### config.mk
export PLATFORM = sky130hd
export DESIGN_NAME = isp_boot_entry_control
export DESIGN_NICKNAME = d
export VERILOG_FILES = /design/src/logic/isp_boot_pkg.sv /design/src/logic/boot_unlock_window.sv /design/src/logic/isp_boot_entry_control.sv /design/src/logic/pin_low_debounce.sv
export SDC_FILE = /design/constraint.sdc
export NUM_CORES = 1
export LEC_CHECK = 0
export BUFFER_PORTS_ARGS = -buffer_cell sky130_fd_sc_hd__clkbuf_2
export CORE_AREA = 10 10 100 111
export CTS_CLUSTER_SIZE = 20
export DETAILED_ROUTE_END_ITERATION = 10
export DIE_AREA = 0 0 110 121
export PLACE_DENSITY = 0.78
export SYNTH_ARGS = -nofsm -noshare
export SYNTH_HDL_FRONTEND = slang
export SYNTH_SLANG_ARGS = --single-unit
### constraint.sdc
create_clock -name aclk -period 2.6 [get_ports aclk]
set_clock_uncertainty 0.15 [all_clocks]
set_input_delay 0.26 -clock aclk [delete_from_list [all_inputs] [get_ports aclk]]
set_output_delay 0.26 -clock aclk [all_outputs]
set_load 0.01 [all_outputs]
### src/logic/isp_boot_pkg.sv
// Contract
// - pulse-timing value sets flash pulse width
// - reset presets pulse timing for 10 MHz
// - fixed band codes; bit 7 read-only
// - no flash fetch while flash programs
// - jump-to-boot enters boot only when unlocked
// - compare bits 7..2 against 100110 only
// - unlock register is memory mapped
// - breakpoint in emulation freezes unlock counter
// - interrupts do not stop unlock countdown
// - high voltage in reset forces boot start
// - later plain reset follows boot-select bit
// - forced entry keeps option and security bits
// - high voltage drives load clock, reads one
// - command handler waits for debounced pin low
// - boot-select 0 boots ROM, 1 boots flash
`default_nettype none
package isp_boot_pkg;
    localparam int CLK_PERIOD_NS = 40;
    localparam int DEBOUNCE_TIME_NS = 20000;
    localparam int DEBOUNCE_CYCLES =
        (DEBOUNCE_TIME_NS + CLK_PERIOD_NS - 1) / CLK_PERIOD_NS;
    localparam int LOAD_CLK_HALF = 4;
    localparam int ADDR_W = 8;
    localparam logic [7:0] OFF_WRITE_DATA = 8'h00;
    localparam logic [7:0] OFF_PULSE_TIMING = 8'h04;
    localparam logic [7:0] OFF_UNLOCK_CODE = 8'h08;
    localparam logic [7:0] OFF_STATUS = 8'h0c;
    localparam logic [7:0] PULSE_TIMING_RESET = 8'h7b;
    localparam logic [7:0] WRITE_DATA_RESET = 8'h00;
    localparam logic [5:0] UNLOCK_KEY = 6'h26;
    localparam int KEY_LSB = 2;
    localparam logic [3:0] UNLOCK_CYCLES = 4'h8;
    localparam int ST_UNLOCK = 0;
    localparam int ST_BOOT_ROM = 1;
    localparam int ST_FORCED = 2;
    localparam int ST_CMD_EN = 3;
    localparam logic [1:0] RESP_OKAY = 2'h0;
    localparam logic [1:0] RESP_SLVERR = 2'h2;
    typedef enum logic [2:0] {
        st_start = 3'b001,
        st_flash = 3'b010,
        st_boot = 3'b100
    } exec_state_t;
endpackage
`default_nettype wire

### src/logic/boot_unlock_window.sv
`default_nettype none
module boot_unlock_window
    import isp_boot_pkg::*;
(
    // clock and reset
    input wire logic aclk,
    input wire logic aresetn,
    // key write
    input wire logic key_write,
    input wire logic [7:0] key_data,
    // emulation hold
    input wire logic freeze,
    // state
    output logic unlock_active,
    output logic [3:0] count
);
    logic [3:0] next_count;
    wire key_match = key_data[7:KEY_LSB] == UNLOCK_KEY;

    // interrupts never enter here, so the window keeps running
    assign next_count = key_write ? (key_match ? UNLOCK_CYCLES : 4'h0)
        : (count != 4'h0 && !freeze) ? count - 4'h1
        : count;

    always_ff @(posedge aclk) begin
        if (!aresetn) begin
            count <= 4'h0;
            unlock_active <= 1'b0;
        end else begin
            count <= next_count;
            unlock_active <= next_count != 4'h0;
        end
    end
endmodule
`default_nettype wire

### src/logic/isp_boot_entry_control.sv
// Chosen here: the placing of the registers and the AXI4-Lite slave port.
`default_nettype none
module isp_boot_entry_control
    import isp_boot_pkg::*;
#(
    parameter int DEB_CYCLES = DEBOUNCE_CYCLES,
    parameter int LOAD_HALF = LOAD_CLK_HALF
)
(
    // clock and reset
    input wire logic aclk,
    input wire logic aresetn,
    // axi4-lite write address
    input wire logic awvalid,
    output logic awready,
    input wire logic [ADDR_W-1:0] awaddr,
    input wire logic [2:0] awprot,
    // axi4-lite write data
    input wire logic wvalid,
    output logic wready,
    input wire logic [31:0] wdata,
    input wire logic [3:0] wstrb,
    // axi4-lite write response
    output logic bvalid,
    input wire logic bready,
    output logic [1:0] bresp,
    // axi4-lite read address
    input wire logic arvalid,
    output logic arready,
    input wire logic [ADDR_W-1:0] araddr,
    input wire logic [2:0] arprot,
    // axi4-lite read data
    output logic rvalid,
    input wire logic rready,
    output logic [31:0] rdata,
    output logic [1:0] rresp,
    // cpu side
    input wire logic jump_to_boot_instr,
    input wire logic return_to_flash_instr,
    input wire logic emulation_mode,
    input wire logic breakpoint_hit,
    output logic exec_in_boot_rom,
    output logic jump_to_boot_taken,
    output logic jump_to_flash_taken,
    // option bits and erase commands
    input wire logic boot_select,
    input wire logic mass_erase_cmd,
    input wire logic user_isp_active,
    output logic security_clear_allowed,
    // flash engine
    input wire logic flash_op_start,
    input wire logic flash_busy,
    output logic flash_timing_pulse,
    output logic [7:0] flash_pulse_timing_out,
    output logic [7:0] isp_write_data_out,
    output logic flash_fetch_block,
    // forced boot and serial pins
    input wire logic forced_boot_hv,
    input wire logic forced_boot_pin_in,
    output logic forced_boot_pin_read,
    output logic serial_clock_out,
    output logic serial_clock_oe,
    output logic isp_cmd_enable
);
    function automatic logic hit(input logic [ADDR_W-1:0] a,
                                 input logic [7:0] off);
        hit = a == ADDR_W'(off);
    endfunction

    // registers
    logic [7:0] isp_write_data;
    logic [7:0] flash_pulse_timing;
    exec_state_t state;
    logic forced_mode;
    logic hv_in_reset;
    logic unlock_active;
    logic [3:0] unlock_count;
    logic pin_released;

    // axi write path
    logic aw_held;
    logic w_held;
    logic [ADDR_W-1:0] awaddr_q;
    logic [7:0] wdata_q;
    logic wlane0_q;
    wire aw_take = awvalid && awready;
    wire w_take = wvalid && wready;
    wire do_write = aw_held && w_held && !bvalid;
    wire next_aw_held = (aw_held || aw_take) && !do_write;
    wire next_w_held = (w_held || w_take) && !do_write;
    wire wr_data_reg = hit(awaddr_q, OFF_WRITE_DATA);
    wire wr_timing_reg = hit(awaddr_q, OFF_PULSE_TIMING);
    wire wr_key_reg = hit(awaddr_q, OFF_UNLOCK_CODE);
    wire wr_status_reg = hit(awaddr_q, OFF_STATUS);
    wire wr_mapped = wr_data_reg || wr_timing_reg || wr_key_reg
        || wr_status_reg;
    wire key_write = do_write && wr_key_reg && wlane0_q;

    always_ff @(posedge aclk) begin
        if (!aresetn) begin
            aw_held <= 1'b0;
            w_held <= 1'b0;
            awready <= 1'b0;
            wready <= 1'b0;
            bvalid <= 1'b0;
            bresp <= RESP_OKAY;
            awaddr_q <= '0;
            wdata_q <= 8'h00;
            wlane0_q <= 1'b0;
        end else begin
            aw_held <= next_aw_held;
            w_held <= next_w_held;
            awready <= !next_aw_held;
            wready <= !next_w_held;
            if (aw_take) begin
                awaddr_q <= awaddr;
            end
            if (w_take) begin
                wdata_q <= wdata[7:0];
                wlane0_q <= wstrb[0];
            end
            if (do_write) begin
                bvalid <= 1'b1;
                bresp <= wr_mapped ? RESP_OKAY : RESP_SLVERR;
            end else if (bvalid && bready) begin
                bvalid <= 1'b0;
            end
        end
    end

    // register writes
    always_ff @(posedge aclk) begin
        if (!aresetn) begin
            isp_write_data <= WRITE_DATA_RESET;
            flash_pulse_timing <= PULSE_TIMING_RESET;
        end else if (do_write && wlane0_q) begin
            if (wr_data_reg) begin
                isp_write_data <= wdata_q;
            end
            if (wr_timing_reg) begin
                flash_pulse_timing <= {1'b0, wdata_q[6:0]};
            end
        end
    end

    // axi read path
    logic [31:0] status_word;
    logic [31:0] read_word;
    wire ar_take = arvalid && arready;
    wire rd_mapped = hit(araddr, OFF_WRITE_DATA)
        || hit(araddr, OFF_PULSE_TIMING) || hit(araddr, OFF_UNLOCK_CODE)
        || hit(araddr, OFF_STATUS);
    wire next_rvalid = ar_take || (rvalid && !rready);

    always_comb begin
        status_word = 32'h0000_0000;
        status_word[ST_UNLOCK] = unlock_active;
        status_word[ST_BOOT_ROM] = exec_in_boot_rom;
        status_word[ST_FORCED] = forced_mode;
        status_word[ST_CMD_EN] = isp_cmd_enable;
    end

    assign read_word = hit(araddr, OFF_WRITE_DATA) ? {24'h00_0000,
            isp_write_data}
        : hit(araddr, OFF_PULSE_TIMING) ? {24'h00_0000, flash_pulse_timing}
        : hit(araddr, OFF_STATUS) ? status_word
        : 32'h0000_0000;

    always_ff @(posedge aclk) begin
        if (!aresetn) begin
            arready <= 1'b0;
            rvalid <= 1'b0;
            rdata <= 32'h0000_0000;
            rresp <= RESP_OKAY;
        end else begin
            arready <= !next_rvalid;
            rvalid <= next_rvalid;
            if (ar_take) begin
                rdata <= read_word;
                rresp <= rd_mapped ? RESP_OKAY : RESP_SLVERR;
            end
        end
    end

    // unlock window
    boot_unlock_window u_unlock (
        .aclk(aclk),
        .aresetn(aresetn),
        .key_write(key_write),
        .key_data(wdata_q),
        .freeze(emulation_mode && breakpoint_hit),
        .unlock_active(unlock_active),
        .count(unlock_count)
    );

    // high voltage seen while reset is held
    always_ff @(posedge aclk) begin
        hv_in_reset <= aresetn ? hv_in_reset : forced_boot_hv;
    end

    // execution location
    wire boot_rom_at_start = hv_in_reset || !boot_select;
    wire jump_to_boot_instr_boot = jump_to_boot_instr && unlock_active;
    wire jump_to_boot_instr_flash = jump_to_boot_instr && !unlock_active;

    always_ff @(posedge aclk) begin
        if (!aresetn) begin
            state <= st_start;
            forced_mode <= 1'b0;
            exec_in_boot_rom <= 1'b0;
            jump_to_boot_taken <= 1'b0;
            jump_to_flash_taken <= 1'b0;
        end else begin
            jump_to_boot_taken <= 1'b0;
            jump_to_flash_taken <= 1'b0;
            unique case (state)
                st_start: begin
                    // plain resets fall back to the option bit
                    forced_mode <= hv_in_reset;
                    exec_in_boot_rom <= boot_rom_at_start;
                    state <= boot_rom_at_start ? st_boot : st_flash;
                end
                st_flash: begin
                    if (jump_to_boot_instr_boot) begin
                        state <= st_boot;
                        exec_in_boot_rom <= 1'b1;
                        jump_to_boot_taken <= 1'b1;
                    end else if (jump_to_boot_instr_flash) begin
                        jump_to_flash_taken <= 1'b1;
                    end
                end
                st_boot: begin
                    if (return_to_flash_instr) begin
                        state <= st_flash;
                        exec_in_boot_rom <= 1'b0;
                    end
                end
            endcase
        end
    end

    // flash pulse generator and fetch guard
    logic [6:0] pulse_count;
    wire pulse_start = flash_op_start && pulse_count == 7'h00;

    always_ff @(posedge aclk) begin
        if (!aresetn) begin
            pulse_count <= 7'h00;
            flash_timing_pulse <= 1'b0;
            flash_fetch_block <= 1'b0;
            flash_pulse_timing_out <= PULSE_TIMING_RESET;
            isp_write_data_out <= WRITE_DATA_RESET;
            security_clear_allowed <= 1'b0;
        end else begin
            if (pulse_start) begin
                pulse_count <= flash_pulse_timing[6:0];
                flash_timing_pulse <= flash_pulse_timing[6:0] != 7'h00;
            end else if (pulse_count != 7'h00) begin
                pulse_count <= pulse_count - 7'h01;
                flash_timing_pulse <= pulse_count != 7'h01;
            end
            flash_fetch_block <= flash_busy && !exec_in_boot_rom;
            flash_pulse_timing_out <= flash_pulse_timing;
            isp_write_data_out <= isp_write_data;
            // forced entry has no path to option bits
            security_clear_allowed <= mass_erase_cmd || user_isp_active;
        end
    end

    // forced boot pin handling
    localparam int LDW = $clog2(LOAD_HALF + 1);
    logic [LDW-1:0] load_div;
    logic settled_low;

    always_ff @(posedge aclk) begin
        if (!aresetn || !forced_boot_hv) begin
            load_div <= '0;
            serial_clock_out <= 1'b0;
        end else if (load_div == LDW'(LOAD_HALF - 1)) begin
            load_div <= '0;
            serial_clock_out <= !serial_clock_out;
        end else begin
            load_div <= load_div + LDW'(1);
        end
    end

    pin_low_debounce #(
        .CYCLES(DEB_CYCLES)
    ) u_debounce (
        .aclk(aclk),
        .aresetn(aresetn),
        .arm(forced_mode),
        .pin_high(forced_boot_pin_in || forced_boot_hv),
        .settled_low(settled_low)
    );

    always_ff @(posedge aclk) begin
        if (!aresetn) begin
            serial_clock_oe <= 1'b0;
            forced_boot_pin_read <= 1'b0;
            pin_released <= 1'b0;
            isp_cmd_enable <= 1'b0;
        end else begin
            serial_clock_oe <= forced_boot_hv;
            forced_boot_pin_read <= forced_boot_hv || forced_boot_pin_in;
            pin_released <= pin_released || settled_low;
            isp_cmd_enable <= exec_in_boot_rom
                && (!forced_mode || pin_released || settled_low);
        end
    end
endmodule
`default_nettype wire

### src/logic/pin_low_debounce.sv
`default_nettype none
module pin_low_debounce
    import isp_boot_pkg::*;
#(
    parameter int CYCLES = DEBOUNCE_CYCLES
)
(
    // clock and reset
    input wire logic aclk,
    input wire logic aresetn,
    // pin
    input wire logic arm,
    input wire logic pin_high,
    // result
    output logic settled_low
);
    localparam int CW = $clog2(CYCLES + 1);
    localparam logic [CW-1:0] LAST = CW'(CYCLES);
    logic [CW-1:0] run;

    always_ff @(posedge aclk) begin
        if (!aresetn || !arm || pin_high) begin
            run <= '0;
        end else if (run != LAST) begin
            run <= run + CW'(1);
        end
    end

    always_ff @(posedge aclk) begin
        if (!aresetn || !arm) begin
            settled_low <= 1'b0;
        end else if (run == LAST && !pin_high) begin
            settled_low <= 1'b1;
        end
    end
endmodule
`default_nettype wire

# Yosys cells after proc, flatten, opt, wreduce, memory -nomap -nowiden
# Cells that the tools add are included.
# W data, S select, Z words.
# totals
reg_bits,131
output_inout_bits,67
word_cells,150
# op_classes
n_addsub,4
n_eq_ne,16
mux,23
bitwise_logic,2
n_reduce_logical,68
# ops
operator,n
$eq A8 B4 Y1 const B,4
$mux W7,3
$logic_and A1 B1 Y1,20
$logic_or A1 B1 Y1,18
$eq A8 B3 Y1 const B,2
$logic_not A8 Y1,2
$mux W4,4
$logic_not A1 Y1,15
$reduce_bool A7 Y1,2
$add A9 B1 Y9 const B,1
$eq A9 B9 Y1 const B,1
$mux W3,3
$ne A9 B9 Y1 const B,1
$pmux W3 S3,1
$mux W1,8
$mux W8,1
$reduce_and A2 Y1,4
$reduce_bool A4 Y1,2
$logic_not A7 Y1,1
$ne A7 B1 Y1 const B,1
$sub A7 B1 Y7 const B,1
$eq A3 B2 Y1 const B,2
$eq A6 B6 Y1 const B,1
$mux W2,2
10 further kinds,13

# Logic depth before layout (Yosys ltp)
# Gate-level depths: netlist (run 1).
# logic_depth
word_depth,6
mapped_depth,6

# Hierarchy
# Synthesis (run 1) repeated with hierarchy kept, for this count alone.
# unflattened
hier_cells,465
area_unflattened_um2,4281.6
# modules_own_cells
module,n_inst,cells_per_inst,area_per_inst_um2,seq_area_each_um2
isp_boot_entry_control,1,384,3548.4,1791.7
pin_low_debounce,1,52,469.2,200.2
boot_unlock_window,1,29,264.0,100.1

# Least setup slack after synthesis (run 1)
# OpenSTA, ideal clock, no wires.
# synth_path
path_kind,flip-flop to flip-flop
startpoint,register awaddr_q[7]
endpoint,register u_unlock.count[3]
t_arrival_ns,1.592
setup_slack_ns,0.742
path_stages_with_launch,5
synth_period_minus_slack_ns,1.858
path_cell_list,dfxtp_1 or4_4 or4_4 o21ai_2 nor2_1
# synth_via
elab_chain_len,4
# synth_rtl
item,line_no,rtl
"start, declared",isp_boot_entry_control.sv:83,logic [ADDR_W-1:0] awaddr_q;
"start signal, assigned",isp_boot_entry_control.sv:116,awaddr_q <= awaddr;
$eq A8 B4 Y1,isp_boot_entry_control.sv:67,hit = a == ADDR_W'(off);
$logic_and A1 B1 Y1 (2 in a row),isp_boot_entry_control.sv:97,wire key_write = do_write && wr_key_reg && wlane0_q;
$mux W4,boot_unlock_window.sv:21,assign next_count = key_write ? (key_match ? UNLOCK_CYCLES : 4'h0)
"end signal, assigned",boot_unlock_window.sv:30,count <= next_count;
"end, declared",boot_unlock_window.sv:15,output logic [3:0] count
# No other way between the ends.
# A chain may end at the register's enable or synchronous reset.

# Final worst setup path (run 1)
# Same ends and word-level chain as after synthesis.

==> results of run 1 <==
[state kept, by name, summed over array words and instances (netlist names), 8 cells and up]
register,cells
u_debounce.run,9
awaddr_q,8
isp_write_data,8
isp_write_data_out,8
rdata,8
wdata_q,8
[power breakdown]
part           switching (mW)  internal [mW]  leakage [nW]
registers               0.130           1.71         0.849
logic                   0.423          0.374          1.25
clock network           0.537          0.404        0.0967
[worst min-delay path: stages]
cell and delay [ns]:
clkbuf_2 0.08, inv_1 0.04, a21oi_1 0.06, nor2_1 0.07
[through the flow]
step	hold WS (ns)	instances
CTS	0.01868	710
finish	0.03146	710
detailed placement	0.2691	672
global placement	0.2642	672
floorplan	0.2051	518
global route	0.05128	710
[synthesized netlist by cell type (all sizes together) (2+ instances only)]
library cell / instances
dfxtp: 103
nand2: 72
a21oi: 47
nor2: 42
buf: 31
inv: 30
mux2i: 16
clkbuf: 15
nand3: 14
nor3: 10
nand2b: 9
or3: 9
a41oi: 8
and3: 7
ha: 7
o21ai: 7
or4: 7
and2: 5
mux2: 5
xnor2: 5
a22oi: 4
nand4b: 4
nor4: 4
a211oi: 3
o211ai: 3
a31oi: 2
nand3b: 2
nand4: 2
nor2b: 2
o31a: 2
[per-layer routing]
| metal | part of all wire (%) | wire, um |
|---|---|---|
| met1 | 41 | 4096 |
| met2 | 50 | 4921 |
| met3 | 7.2 | 713 |
| met4 | 1.9 | 187 |
| met5 | 0 | 0 |
[worst max path at each step]
stage	start	slack, ns	to
2_1_floorplan	awaddr_q[7]$_SDFFE_PN0P_	0.74	u_unlock.count[3]$_SDFF_PN0_
3_3_place_gp	awaddr_q[7]$_SDFFE_PN0P_	0.68	u_unlock.count[3]$_SDFF_PN0_
3_5_place_dp	awaddr_q[7]$_SDFFE_PN0P_	0.66	u_unlock.count[3]$_SDFF_PN0_
4_1_cts	awaddr_q[7]$_SDFFE_PN0P_	0.65	u_unlock.count[3]$_SDFF_PN0_
5_1_grt	pulse_count[0]$_SDFFE_PN0P_	0.54	pulse_count[6]$_SDFFE_PN0P_
6_report	awaddr_q[7]$_SDFFE_PN0P_	0.65	u_unlock.count[3]$_SDFF_PN0_
[what timing repair did]
action,CTS,global route
gates resized for setup,0,0
hold buffers,22,0
endpoints found under the hold margin,21,0
[cells by family after synthesis]
kind of cell	after synthesis	share of synthesized area [%]
AND/OR/NAND/NOR	194	22.17
flip-flops	104	48.58
AO/OA/AOI/OAI	83	11.85
buffers and inverters	77	9.239
multiplexers	21	5.026
adder cells (fa/ha/maj)	7	2.034
XOR/XNOR	5	1.017
other	1	0.08708
[layout make-up]
cell class,count,area [um^2],area share (%)
inverter,31,116.4,2.278
clock buffer,12,155.1,3.037
timing repair buffer,108,660.6,12.93
multi-input combinational,337,1914,37.47
clock inverter,4,27.53,0.5388
tap,114,142.6,2.792
sequential,104,2092,40.95
==> results.py, run 1 <==
metrics = {
    "placed_design": {
        "place.gp.congestion": 0.8573,
        "placed_area_um2": 4706,
        "portBuffers": 82,
        "place_ws_ns": 0.6579,
        "hpwl_um": 7332,
    },
    "global_route": {
        "globalRouteOverflowTotal": 0,
        "gr-usage-met2_pct": 25.30,
        "grt_usage_pct": 14.83,
        "grt_busiest_layer": "met2",
        "grtUsageMet3_pct": 4.516,
        "grt_max_degree": 34,
        "grt_use_met1_pct": 16.68,
        "grt_pass1_wl_um": 16060,
        "antenna_found_initial": 0,
        "grt_pass1_vias": 3552,
    },
    "layout": {
        "final_common_cell": "dfxtp_1",
        "final_area_um2": 5109,
        "layout_common_cells": "dfxtp_1, clkbuf_2, nand2_1, a21oi_1, nor2_1",
        "fin_util_pct": 58.16,
        "nets": 674,
        "layout-drive-gt1-share_pct": 19.13,
        "area_delta_synth_final_pct": 18.62,
        "antenna_cells": 0,
        "nFillCells": 770,
    },
    "critical_path": {
        "cp.depth": 4,
        "cp.required_ns": 2.72,
        "critPathMaxStageDelay_ns": 0.58,
        "r2r_end": "u_unlock.count[3]$_SDFF_PN0_",
        "cp_cell_sequence": "or4_4 -> or4_4 -> o21ai_2 -> nor2_1",
        "critPathTopFamily": "simple AND/OR/NAND/NOR gates",
        "rrSetupSlack_ns": 0.65,
        "crit_path_end_kind": "flop",
        "r2r_start": "awaddr_q[7]$_SDFFE_PN0P_",
        "cp_num_buf_inv": 0,
        "cp_max_fo": 3,
        "worstSetupPathType": "flop to flop",
        "cp_slowest_cell": "or4_4",
        "rr_worst_depth": 4,
        "cp_common_cell": "or4_4",
        "startpoint_type": "flop",
        "arrival_ns": 2.06,
    },
    "synth": {
        "async_reset_ff_share_pct": 0,
        "synth_top_cell_by_area": "dfxtp_1",
        "yosysUniqueCellTypes": 51,
        "seq_area_frac_synth_pct": 48.58,
        "synth_edf_count": 1,
        "syn_area_um2": 4307,
        "yosysTopAreaCellShare_pct": 47.88,
        "ys_warn_count": 0,
        "synthCells": 492,
        "synth_area_leaders": "dfxtp_1, nand2_1, a21oi_1, buf_4, mux2i_1",
        "avgSynthCellArea_um2": 8.753,
        "ys_ff_latch": 104,
        "yosys_most_used_dff": "dfxtp_1",
    },
    "cts": {
        "cts_buffers": 9,
        "clkSinkCount": 104,
        "htree_levels": 3,
        "clk_path_buf_depth": 2,
        "root_buffer": "clkbuf_8",
        "post_cts_buffers": 0,
        "path_clk_slew_ns": 0.09,
        "clkLatencyLatePin_ns": 0.36,
        "cts_tree": "built",
    },
    "power": {
        "cellPowerDensity_nw_per_um2": 701.3,
        "p_leak_nw": 2.198,
        "vdd.ir_drop.worst_v": 0.0003189,
        "total_power_mw": 3.583,
    },
    "hold_path": {
        "holdCritPathClass": "input port to flop",
        "hold_end": "bvalid$_SDFFE_PN0P_",
        "worstHoldStart": "bready",
        "min_path_cells": 4,
    },
    "sta": {
        "hold_viol": 0,
        "post-route-min-period_ns": 1.946,
        "setup_viol": 0,
        "max_slew_margin_pct": 53.47,
        "final.setup.tns_ns": 0,
        "slew_viol_final": 0,
        "rsz0062_at_grt": "false",
        "fin_crit_sh_pct": 74.85,
        "max_slew.worst_pin.slew_ns": 0.6803,
        "max_freq_mhz": 513.9,
        "setup_slack_ns": 0.6540,
    },
    "floorplan": {
        "io_pins": 143,
        "die_h_um": 121,
        "floorplan.initialDensity_pct": 49.03,
        "die_width_um": 110,
        "rows": 36,
        "dieArea_um2": 13310,
        "core_um2": 8783,
    },
    "drt": {
        "drtPass1Iterations": 4,
        "avgViaCountPerCell": 5.063,
        "drtIter0Drc": 137,
        "drt-wirelength-per-cell_um": 13.97,
        "wl_um": 9918,
        "drc": 0,
        "drtAntennaViolNets": 0,
        "vias": 3595,
    },
    "outcome": {
        "outcome": "finished clean",
    },
    "run": {
        "maxCapViolCount": 0,
    },
}
Power figures use the tool's default switching activity.
==> run 2: changes to the inputs <==
==> constraint.sdc (replaced) <==
create_clock -name aclk -period 1.9 [get_ports aclk]
set_clock_uncertainty 0.15 [all_clocks]
set_input_delay 0.19 -clock aclk [delete_from_list [all_inputs] [get_ports aclk]]
set_output_delay 0.19 -clock aclk [all_outputs]
set_load 0.01 [all_outputs]
==> run 2 against run 1 <==
  * Worst setup slack got worse by 0.62 ns
  * Fmax rose by 4.2%
  * Cell count rose by 1.1%
  * Register-to-register slack got worse by 0.62 ns
  * Clock power rose by 59%
  * Combinational power rose by 47%
  * Power rose by 45%
  * Critical endpoint is now u_unlock.unlock_active$_SDFF_PN0_
  * Largest power group unchanged
==> results.py, run 2 (synthesis results as in run 1) <==
metrics = {
    "outcome": {
        "outcome": "finished clean",
    },
    "global_route": {
        "globalRouteOverflowTotal": 0,
        "grt_max_degree": 44,
        "grt_pass1_vias": 3533,
        "grt_usage_pct": 15.17,
        "antenna_found_initial": 0,
        "grt_pass1_wl_um": 16310,
    },
    "drt": {
        "avgViaCountPerCell": 5.028,
        "vias": 3610,
        "wl_um": 10140,
        "drt-wirelength-per-cell_um": 14.13,
        "drtAntennaViolNets": 0,
        "drc": 0,
        "drtPass1Iterations": 5,
        "drtIter0Drc": 144,
    },
    "power": {
        "cellPowerDensity_nw_per_um2": 987.4,
        "p_leak_nw": 2.256,
        "vdd.ir_drop.worst_v": 0.0004957,
    },
    "layout": {
        "layout_common_cells": "dfxtp_1, clkbuf_2, nand2_1, a21oi_1, nor2_1",
        "fin_util_pct": 59.89,
        "nets": 682,
        "area_delta_synth_final_pct": 22.14,
        "final_area_um2": 5260,
        "largest_register": "u_debounce.run",
        "final_common_cell": "dfxtp_1",
        "antenna_cells": 0,
        "largest_reg_flops": 9,
        "layout-drive-gt1-share_pct": 20.20,
        "layout.cells.non_filler": 718,
        "nFillCells": 776,
    },
    "critical_path": {
        "arrival_ns": 2.03,
        "worstSetupPathType": "flop to flop",
        "startpoint_type": "flop",
        "cp.required_ns": 2.06,
        "cp_max_fo": 3,
        "crit_path_end_kind": "flop",
    },
    "placed_design": {
        "placed_cells": 677,
        "place.gp.congestion": 0.8534,
        "hpwl_um": 7500,
        "portBuffers": 82,
        "placed_area_um2": 4768,
    },
    "sta": {
        "fin_crit_sh_pct": 98.25,
        "final.setup.tns_ns": 0,
        "post-route-min-period_ns": 1.867,
        "max_slew_margin_pct": 60.47,
        "slew_viol_final": 0,
        "hold_viol": 0,
        "max_slew.worst_pin.slew_ns": 0.5781,
        "max_freq_mhz": 535.7,
        "rsz0062_at_grt": "true",
        "setup_viol": 0,
    },
    "floorplan": {
        "rows": 36,
        "die_h_um": 121,
        "io_pins": 143,
        "floorplan.initialDensity_pct": 49.03,
        "dieArea_um2": 13310,
        "die_width_um": 110,
        "core_um2": 8783,
    },
    "cts": {
        "clk_path_buf_depth": 2,
        "cts_tree": "built",
        "clkSinkCount": 104,
        "clkLatencyLatePin_ns": 0.37,
        "path_clk_slew_ns": 0.10,
        "cts_buffers": 9,
        "post_cts_buffers": 0,
        "root_buffer": "clkbuf_8",
        "htree_levels": 3,
    },
    "hold_path": {
        "holdCritPathClass": "input port to flop",
    },
    "run": {
        "maxCapViolCount": 0,
    },
}
run 2: final timing paths:
check | startpoint | endpoint | slack (ns) | depth (start not counted)
max | awaddr_q[7]$_SDFFE_PN0P_ | u_unlock.unlock_active$_SDFF_PN0_ | 0.03 | 4
min | awvalid | awaddr_q[6]$_SDFFE_PN0P_ | 0.02 | 3
max reg2reg | awaddr_q[7]$_SDFFE_PN0P_ | u_unlock.unlock_active$_SDFF_PN0_ | 0.03 | 4
min reg2reg | load_div[0]$_SDFF_PP0_ | load_div[0]$_SDFF_PP0_ | 0.29 | 1
run 2: power by group:
group / total, mW / switching, mW / internal, mW
Combinational: 1.17 / 0.609 / 0.563
Sequential: 2.52 / 0.176 / 2.35
Clock: 1.50 / 0.723 / 0.776
Total: 5.19 / 1.51 / 3.69
run 2: through the flow:
step	setup slack [ns]	total power, mW	hold slack, ns
final	0.03320	5.194	0.02449
after global routing	-0.04699	5.466	0.04452
after CTS	0.03890	5.204	0.01219
after detailed placement	-0.03847	3.683	0.2473
after global placement	-0.01212	3.613	0.2406
after floorplan	0.04157	3.394	0.1351
run 2: per-layer routing:
layer / up-vias / global-route usage (%) / wire (um)
met5: - / 0 / 0
met4: 0 / 5.863 / 175
met3: 14 / 4.623 / 763
met2: 97 / 26.34 / 5176
met1: 1657 / 16.75 / 4027
li1: 1842 / - / -
run 2: area by class of cell:
class	instances	area, um^2	share of cell area, %
sequential	104	2093	39.80
multi-input combinational	337	1929	36.68
timing repair buffer	116	757.0	14.39
tap	114	142.6	2.712
clock buffer	11	141.4	2.688
inverter	31	116.4	2.212
clock inverter	5	80.08	1.522
run 2: what timing repair did:
item,CTS,global route
setup endpoints to repair,4,11
pin swaps,2,0
endpoints found under the hold margin,24,0
gates cloned,0,0
hold buffers,25,0
gates resized for setup,0,5
run 2: worst max-delay path, cell delays in order, from the launching register on:
cell     delay, ns
dfxtp_2       0.33
or4_4         0.56
or4_4         0.48
and2_4        0.17
a21oi_2       0.11
